`src/verilog/amcc_pkg.sv`:
```
// Package: register map, field positions and reset values of the analog mux control
package amcc_pkg;
    // Register byte addresses (word aligned except ADDR_MASK_HI)
    localparam logic [3:0] ADDR_MISC = 4'h0;
    localparam logic [3:0] ADDR_MUX_ONE = 4'h4;
    localparam logic [3:0] ADDR_MUX_TWO = 4'h8;
    localparam logic [3:0] ADDR_STATUS = 4'hc;
    localparam logic [3:0] ADDR_MASK = 4'h0;
    localparam logic [3:0] ADDR_MASK_HI = 4'h1;
    // Misc control register fields
    localparam int MISC_SENSOR_EN_BIT = 0;
    localparam logic [7:0] MISC_RESET = 8'h00;
    // Mux control one fields
    localparam int MUX1_DIRECT_BIT = 0;
    localparam int MUX1_DIVIDED_BIT = 1;
    localparam int MUX1_SWAP_BIT = 2;
    localparam int MUX1_FLAG_CLR_BIT = 3;
    localparam int MUX1_SW_START_BIT = 4;
    localparam int MUX1_CMP_IE_BIT = 5;
    localparam int MUX1_FLAG_BIT = 7;
    localparam logic [7:0] MUX1_RESET = 8'h01;
    // Mux control two: channel selects
    localparam logic [7:0] MUX2_RESET = 8'h00;
    // Event status bits
    localparam int EV_FLAG_BIT = 0;
    localparam int EV_START_BIT = 1;
    localparam int EV_CAPTURE_BIT = 2;
    localparam int EV_WIDTH = 3;
    localparam logic [2:0] EV_RESET = 3'h0;
    // Sample source decode
    typedef enum logic [1:0] {
        AMCC_SRC_HOLD,
        AMCC_SRC_DIVIDED,
        AMCC_SRC_DIRECT,
        AMCC_SRC_ILLEGAL
    } amcc_src_type;
endpackage : amcc_pkg

```
`src/verilog/amcc_sync.sv`:
```
// Two-flop synchroniser for asynchronous level inputs
`timescale 1ns/1ps
`default_nettype none
module amcc_sync #(
    parameter int WIDTH = 1
) (
    // Clock and reset
    input wire logic clk_i,
    input wire logic rst_n_i,
    // Data
    input wire logic [WIDTH-1:0] d_i,
    output logic [WIDTH-1:0] q_o
);
    logic [WIDTH-1:0] meta_r;

    // Second flop alone reads the first
    always_ff @(posedge clk_i or negedge rst_n_i) begin
        if (!rst_n_i) begin
            meta_r <= '0;
            q_o <= '0;
        end else begin
            meta_r <= d_i;
            q_o <= meta_r;
        end
    end
endmodule : amcc_sync
`default_nettype wire

```
`src/verilog/amcc_top.sv`:
```
// Analog mux and comparator control with Avalon-MM register slave
//
// Our own choices: the Avalon-MM slave port and the register offsets.
`timescale 1ns/1ps
`default_nettype none
module amcc_top
    import amcc_pkg::*;
#(
    parameter int CHANNELS = 8
) (
    // Clock and reset
    input wire logic ref_clk_i,
    input wire logic arst_n_i,
    // Avalon-MM slave
    input wire logic [3:0] avs_address_i,
    input wire logic avs_read_i,
    input wire logic avs_write_i,
    input wire logic [31:0] avs_writedata_i,
    input wire logic [3:0] avs_byteenable_i,
    output logic [31:0] avs_readdata_o,
    output logic avs_waitrequest_o,
    // Power modes and timer events (asynchronous levels)
    input wire logic cpu_wait_i,
    input wire logic cpu_stop_i,
    input wire logic timer_compare_i,
    input wire logic timer_overflow_i,
    input wire logic timer_capture_i,
    // Raw analog comparator output (internal node polarity)
    input wire logic comparator_raw_i,
    // Analog controls
    output logic sensor_bandgap_enable_o,
    output logic [CHANNELS-1:0] channel_select_bits_o,
    output logic ground_to_bus_o,
    output logic sample_direct_o,
    output logic sample_divided_o,
    output logic sample_hold_o,
    output logic comparator_swap_o,
    output logic source_illegal_o,
    // Conversion timing
    output logic conversion_start_o,
    output logic conversion_end_o,
    output logic compare_result_o,
    // Interrupt
    output logic irq_o
);
    logic rst_meta_r;
    logic rst_n_r;
    logic [5:0] async_in;
    logic [5:0] sync_q;
    logic wait_s, stop_s, cmp_s, ovf_s, cap_s, raw_s;
    logic cmp_d_r, ovf_d_r, cap_d_r, result_d_r;
    logic sensor_bandgap_enable_r;
    logic [7:0] mux_one_r;
    logic [CHANNELS-1:0] channel_select_bits_r;
    logic compare_flag_r;
    logic [EV_WIDTH-1:0] status_r;
    logic [EV_WIDTH-1:0] mask_r;
    logic [EV_WIDTH-1:0] events;
    logic result;
    logic start_ev, end_ev, flag_set, flag_clr;
    logic wr, rd, rd_done_r;
    logic [31:0] rdata;
    amcc_src_type src;

    // Byte address to register index, word aligned
    function automatic logic hit(input logic [3:0] a, input logic [3:0] ref_a);
        hit = (a[3:2] == ref_a[3:2]);
    endfunction : hit

    // Reset release through two flops
    always_ff @(posedge ref_clk_i or negedge arst_n_i) begin
        if (!arst_n_i) begin
            rst_meta_r <= 1'b0;
            rst_n_r <= 1'b0;
        end else begin
            rst_meta_r <= 1'b1;
            rst_n_r <= rst_meta_r;
        end
    end

    // Pins cross into the clock domain before use
    assign async_in = {comparator_raw_i, timer_capture_i, timer_overflow_i,
                       timer_compare_i, cpu_stop_i, cpu_wait_i};

    amcc_sync #(
        .WIDTH(6)
    ) u_sync (
        .clk_i(ref_clk_i),
        .rst_n_i(rst_n_r),
        .d_i(async_in),
        .q_o(sync_q)
    );

    assign wait_s = sync_q[0];
    assign stop_s = sync_q[1];
    assign cmp_s = sync_q[2];
    assign ovf_s = sync_q[3];
    assign cap_s = sync_q[4];
    assign raw_s = sync_q[5];

    // Edge history of synchronised levels
    always_ff @(posedge ref_clk_i or negedge rst_n_r) begin
        if (!rst_n_r) begin
            cmp_d_r <= 1'b0;
            ovf_d_r <= 1'b0;
            cap_d_r <= 1'b0;
            result_d_r <= 1'b0;
        end else begin
            cmp_d_r <= cmp_s;
            ovf_d_r <= ovf_s;
            cap_d_r <= cap_s;
            result_d_r <= result;
        end
    end

    // Bus strobes: one wait state on reads so data comes from a flop
    assign wr = avs_write_i && avs_byteenable_i[0];
    assign rd = avs_read_i && !rd_done_r;
    assign avs_waitrequest_o = rd;

    always_ff @(posedge ref_clk_i or negedge rst_n_r) begin
        if (!rst_n_r) begin
            rd_done_r <= 1'b0;
        end else begin
            rd_done_r <= rd;
        end
    end

    // Misc control register: sensor enable
    always_ff @(posedge ref_clk_i or negedge rst_n_r) begin
        if (!rst_n_r) begin
            sensor_bandgap_enable_r <= MISC_RESET[MISC_SENSOR_EN_BIT];
        end else if (wr && hit(avs_address_i, ADDR_MISC)) begin
            sensor_bandgap_enable_r <= avs_writedata_i[MISC_SENSOR_EN_BIT];
        end
    end

    // Stop forces the sensor off; wait leaves it alone
    assign sensor_bandgap_enable_o = sensor_bandgap_enable_r && !stop_s;
    // wait_s deliberately not gating the enable

    // Mux control one: source bits, swap, software start, irq enable
    always_ff @(posedge ref_clk_i or negedge rst_n_r) begin
        if (!rst_n_r) begin
            mux_one_r <= MUX1_RESET;
        end else if (wr && hit(avs_address_i, ADDR_MUX_ONE)) begin
            mux_one_r <= avs_writedata_i[7:0];
            mux_one_r[MUX1_FLAG_CLR_BIT] <= 1'b0;
            mux_one_r[MUX1_FLAG_BIT] <= 1'b0;
        end else begin
            // Software start is a one-shot
            mux_one_r[MUX1_SW_START_BIT] <= 1'b0;
        end
    end

    // Mux control two: independent channel selects
    always_ff @(posedge ref_clk_i or negedge rst_n_r) begin
        if (!rst_n_r) begin
            channel_select_bits_r <= MUX2_RESET[CHANNELS-1:0];
        end else if (wr && hit(avs_address_i, ADDR_MUX_TWO)) begin
            channel_select_bits_r <= avs_writedata_i[CHANNELS-1:0];
        end
    end

    assign channel_select_bits_o = channel_select_bits_r;
    // Nothing selected discharges the bus to ground
    assign ground_to_bus_o = (channel_select_bits_r == '0);

    // Source decode; illegal combination isolates the capacitor too
    assign src = amcc_src_type'({mux_one_r[MUX1_DIRECT_BIT],
                                 mux_one_r[MUX1_DIVIDED_BIT]});
    always_comb begin
        sample_direct_o = 1'b0;
        sample_divided_o = 1'b0;
        sample_hold_o = 1'b0;
        source_illegal_o = 1'b0;
        case (src)
            AMCC_SRC_HOLD: sample_hold_o = 1'b1;
            AMCC_SRC_DIVIDED: sample_divided_o = 1'b1;
            AMCC_SRC_DIRECT: sample_direct_o = 1'b1;
            default: begin
                sample_hold_o = 1'b1;
                source_illegal_o = 1'b1;
            end
        endcase
    end
    // Channel changes under a live source are software's concern

    // Swap inverts internal output, so pin polarity is unchanged
    assign comparator_swap_o = mux_one_r[MUX1_SWAP_BIT];
    assign result = raw_s ^ mux_one_r[MUX1_SWAP_BIT];
    assign compare_result_o = result_d_r;

    // Conversion start: compare, overflow or software
    assign start_ev = (cmp_s && !cmp_d_r) || (ovf_s && !ovf_d_r)
                      || mux_one_r[MUX1_SW_START_BIT];
    // Conversion end: capture or comparator rise
    assign flag_set = result && !result_d_r;
    assign end_ev = (cap_s && !cap_d_r) || flag_set;

    // Timing strobes registered
    always_ff @(posedge ref_clk_i or negedge rst_n_r) begin
        if (!rst_n_r) begin
            conversion_start_o <= 1'b0;
            conversion_end_o <= 1'b0;
        end else begin
            conversion_start_o <= start_ev;
            conversion_end_o <= end_ev;
        end
    end

    // Compare flag; a new rise wins over the clear
    assign flag_clr = wr && hit(avs_address_i, ADDR_MUX_ONE)
                      && avs_writedata_i[MUX1_FLAG_CLR_BIT];
    always_ff @(posedge ref_clk_i or negedge rst_n_r) begin
        if (!rst_n_r) begin
            compare_flag_r <= 1'b0;
        end else if (flag_set) begin
            compare_flag_r <= 1'b1;
        end else if (flag_clr) begin
            compare_flag_r <= 1'b0;
        end
    end

    // Sticky event status, cleared by a status read; set wins
    assign events = {cap_s && !cap_d_r, start_ev, flag_set};
    // Only the bits the read returned are cleared, so an event landing in
    // the wait state between capture and accept is not lost
    always_ff @(posedge ref_clk_i or negedge rst_n_r) begin
        if (!rst_n_r) begin
            status_r <= EV_RESET;
        end else if (rd_done_r && hit(avs_address_i, ADDR_STATUS)) begin
            status_r <= (status_r & ~avs_readdata_o[EV_WIDTH-1:0]) | events;
        end else begin
            status_r <= status_r | events;
        end
    end

    // Interrupt mask shares the misc word; bit 31 guards it from enable writes
    always_ff @(posedge ref_clk_i or negedge rst_n_r) begin
        if (!rst_n_r) begin
            mask_r <= EV_RESET;
        end else if (wr && hit(avs_address_i, ADDR_MASK)
                     && avs_writedata_i[31]) begin
            mask_r <= avs_writedata_i[EV_WIDTH-1+8:8];
        end
    end

    // Level interrupt; comparator source also gated by its own enable
    assign irq_o = |(status_r & mask_r) ||
                   (compare_flag_r && mux_one_r[MUX1_CMP_IE_BIT]);

    // Read mux; reserved bits zero except mux one bit 6, clear bit reads zero
    always_comb begin
        rdata = 32'h0000_0000;
        if (hit(avs_address_i, ADDR_MISC)) begin
            rdata[MISC_SENSOR_EN_BIT] = sensor_bandgap_enable_r;
            rdata[EV_WIDTH-1+8:8] = mask_r;
        end else if (hit(avs_address_i, ADDR_MUX_ONE)) begin
            rdata[7:0] = mux_one_r;
            rdata[MUX1_FLAG_CLR_BIT] = 1'b0;
            rdata[MUX1_FLAG_BIT] = compare_flag_r;
        end else if (hit(avs_address_i, ADDR_MUX_TWO)) begin
            rdata[CHANNELS-1:0] = channel_select_bits_r;
        end else begin
            rdata[EV_WIDTH-1:0] = status_r;
            rdata[8] = wait_s;
            rdata[9] = stop_s;
        end
    end

    always_ff @(posedge ref_clk_i or negedge rst_n_r) begin
        if (!rst_n_r) begin
            avs_readdata_o <= 32'h0000_0000;
        end else if (rd) begin
            avs_readdata_o <= rdata;
        end
    end
endmodule : amcc_top
`default_nettype wire
```
`config.mk`:
```
export PLATFORM = sky130hd
export DESIGN_NAME = amcc_top
export DESIGN_NICKNAME = d
export VERILOG_FILES = /design/src/verilog/amcc_pkg.sv /design/src/verilog/amcc_sync.sv /design/src/verilog/amcc_top.sv
export SDC_FILE = /design/constraint.sdc
export NUM_CORES = 1
export LEC_CHECK = 0
export ABC_AREA = 1
export BUFFER_PORTS_ARGS = -buffer_cell sky130_fd_sc_hd__buf_4
export CELL_PAD_IN_SITES_DETAIL_PLACEMENT = 1
export CELL_PAD_IN_SITES_GLOBAL_PLACEMENT = 1
export CORE_MARGIN = 8
export CORE_UTILIZATION = 37
export DETAILED_ROUTE_END_ITERATION = 16
export HOLD_SLACK_MARGIN = 0.1
export PLACE_DENSITY_LB_ADDON = 0.15
export SKIP_LAST_GASP = 1
export SLEW_MARGIN = 0
export SYNTH_ARGS = -nofsm -noshare
export SYNTH_HDL_FRONTEND = slang
export SYNTH_HIERARCHICAL = 1
export SYNTH_SLANG_ARGS = --single-unit
```
`constraint.sdc`:
```
create_clock -name ref_clk_i -period 3.3 [get_ports ref_clk_i]
set_input_delay 0 -clock ref_clk_i [delete_from_list [all_inputs] [get_ports ref_clk_i]]
set_output_delay 0 -clock ref_clk_i [all_outputs]
set_load 0.02 [all_outputs]
```
==> results.toml <==
[status]
status = "completed"

[timing]
min_period_ns = 1.709
rsz0062_at_grt = "no"
worstMarginPinSlew_ns = 0.5195
setup_slack_ns = 1.591
tns_ns = 0
holdWs_ns = 0.1450
slew_violations = 0
hold_viol = 0
slew_headroom = 0.6537
max_freq_ghz = 0.5851
skew_ns = 0.003736
fin_crit_sh = 0.5179
setup_violations = 0

[synth]
yosys_warnings = 6
ys_ff_latch = 54
synth_edf_count = 0
avgSynthCellArea_um2 = 9.241
ys_async_sr_fraction = 1.000
synth_area_um2 = 2394
seq_area_frac_synth = 0.5651
netlist_instances = 259
synth_cell_type_count = 24
ys.flop_type = "dfrtp_1"

[global_route]
grt_pass1_vias = 1993
overflow = 0
track_usage = 0.1397
grt_antenna_before_repair = 0
grt_pass1_wl_um = 9991
grt_max_degree = 32

[worst_setup_path]
cp-start-kind = "input port"
worstSetupStartpoint = "avs_address_i[2]"
cp_cell_sequence = "dlygate4sd3_1 -> buf_4 -> nor2_1 -> nand3_2 -> inv_1 -> nand2_1 -> nand2_1 -> dlygate4sd3_1"
required_ns = 3.55
reg2regPathDepth = 5
slowest_stage = "dlygate4sd3_1"
cp_data_arrival_time_ns = 1.96
r2r_slack_ns = 1.99
cpPeakStageDelay_ns = 0.55
crit_path_max_fanout = 4
worst-path-stages = 8
crit-reg2reg-launch = "rd_done_r"
cp_top_family = "buffers and inverters"
crit_buf_inv = 4
end_kind = "flip-flop"
r2r-end = "avs_readdata_o[8]"
endpoint = "mask_r[2]"
critical_path_class = "input port to flip-flop"

[power_and_ir_drop]
combPwrFrac = 0.262
power.net_switching_uw = 530.1
p_per_area_nw_per_um2 = 520.7
p_leak_uw = 0.001692
power_frac_seq = 0.502
ir_drop_mv = 0.2640
switching_share = 0.3265
internal-power_uw = 1093
clkPwrFrac = 0.236

[floorplan]
die_h_um = 96.43
die-area_um2 = 9299
core-area_um2 = 6314
io_pins = 102
rows = 29
start_util = 0.3791
die_x_um = 96.43

[clock_tree]
clk_latency_ns = 0.30
htreeDepth = 2
cts-root-to-sink-buffers = 2
cts_resized = 0
cts_tree = "done"
cts.sinks = 54
clk_pin_slew_worst_paths_ns = 0.09
cts_inserted_buffers = 5
clockRootBuffer = "clkbuf_8"

[drt]
wl_um = 6074
via_per_inst = 4.494
routedWlPerCell_um = 14.50
drtIter0Drc = 75
firstDrtPassIters = 4
remaining_drc_errors = 0
ant_nets = 0
dr_total_vias = 1883

[layout]
nets = 394
drive_above_1_share = 0.2544
mostFrequentLayoutCell = "nand2_1"
diodes = 0
area_growth_pct = 30.27
mostFrequentLayoutCells = "nand2_1 (93), buf_4 (56), dfrtp_1 (52)"

[min_path]
min_path_type = "input port to flip-flop"

[placed_design]
io_buffers = 55
place_congestion = 0.7533
post-place-ws_ns = 1.993
dpl.hpwl_um = 4516

[flow_run]
cap_violations = 0
[synth_stat cells, types with 2 or more instances]
| library cell | instances | area share |
|---|---|---|
| ha_1 | 3 | 0.016 |
| conb_1 | 2 | 0.0031 |
| nand3_1 | 16 | 0.033 |
| buf_4 | 21 | 0.066 |
| o21ai_2 | 12 | 0.044 |
| nand2_4 | 2 | 0.0094 |
| nor2_4 | 2 | 0.0094 |
| o21ai_0 | 3 | 0.0063 |
| buf_6 | 2 | 0.0094 |
| inv_1 | 20 | 0.031 |
| nor2_1 | 18 | 0.028 |
| inv_2 | 2 | 0.0031 |
| nand2_1 | 93 | 0.15 |
| dfrtp_1 | 53 | 0.55 |
[per-layer routing]
layer	vias to the layer above	part of all wire	global-route usage	wire, um
li1	909	-	-	-
met1	917	0.42	0.1711	2579
met2	51	0.50	0.2384	3045
met3	6	0.060	0.02937	363
met4	0	0.014	0.04918	86
met5	-	0	0	0
[stage by stage]
| stage | power (uW) | instance area, um^2 | std cells | util |
|---|---|---|---|---|
| 3_5_place_dp | 1231 | 2786 | 387 | 0.4413 |
| 4_1_cts | 1641 | 3118 | 419 | 0.4939 |
| 3_3_place_gp | 1218 | 2786 | 387 | 0.4413 |
| 5_1_grt | 1712 | 3118 | 419 | 0.4939 |
| 6_report | 1624 | 3118 | 419 | 0.4939 |
| 2_1_floorplan | 1071 | 2469 | 279 | - |
[power groups by stage]
stage	Sequential (uW)	Clock (uW)	Combinational, uW
floorplan	868	0	203
global placement	828	0	390
detailed placement	830	0	401
CTS	817	391	433
global route	829	414	469
finish	816	382	425
[final cells by class]
class / instances / area, um^2
clock buffers: 7 / 86.33
flip-flops and latches: 54 / 1354
fillers: 764 / 3196
clock inverters: 1 / 5.005
multi-input cells: 177 / 824.5
well taps: 77 / 96.34
repair buffers: 80 / 660.6
inverters: 23 / 91.34
[registers in the layout, indices dropped and copies added, names as in the netlist, 3 cells and up]
register	count
u_sync/meta_r	6
avs_readdata_o	11
mask_r	3
channel_select_bits_o	8
mux_one_r	6
status_r	3
u_sync/q_o	6
[how the worst min path moves through the flow]
stage,startpoint,to,cells after the start
floorplan,arst_n_i,rst_meta_r,0
global placement,arst_n_i,rst_meta_r,1
detailed placement,arst_n_i,rst_meta_r,1
CTS,avs_address_i[3],avs_readdata_o[3],5
global route,avs_address_i[3],avs_readdata_o[3],5
finish,avs_address_i[3],sensor_bandgap_enable_r,4
[cells by family after synthesis]
logic type	synth area share
DFF	0.5651
and+or+nand+nor	0.2441
AOI/OAI and AO/OA	0.05018
other	0.003138
adders and majority gates	0.01568
buffers and inverters	0.1218
[worst min-delay path, delay by kind of cell]
family	cells	cell delay (ns)
and+or+nand+nor	2	0.19
buffers and inverters	1	0.15
AOI/OAI and AO/OA	1	0.07
[what timing repair did]
| action | CTS | global route |
|---|---|---|
| hold endpoints to repair | 28 | 0 |
| buffers inserted | 0 | 0 |
| hold buffers | 24 | 0 |
(Power assumes the default switching activity.)
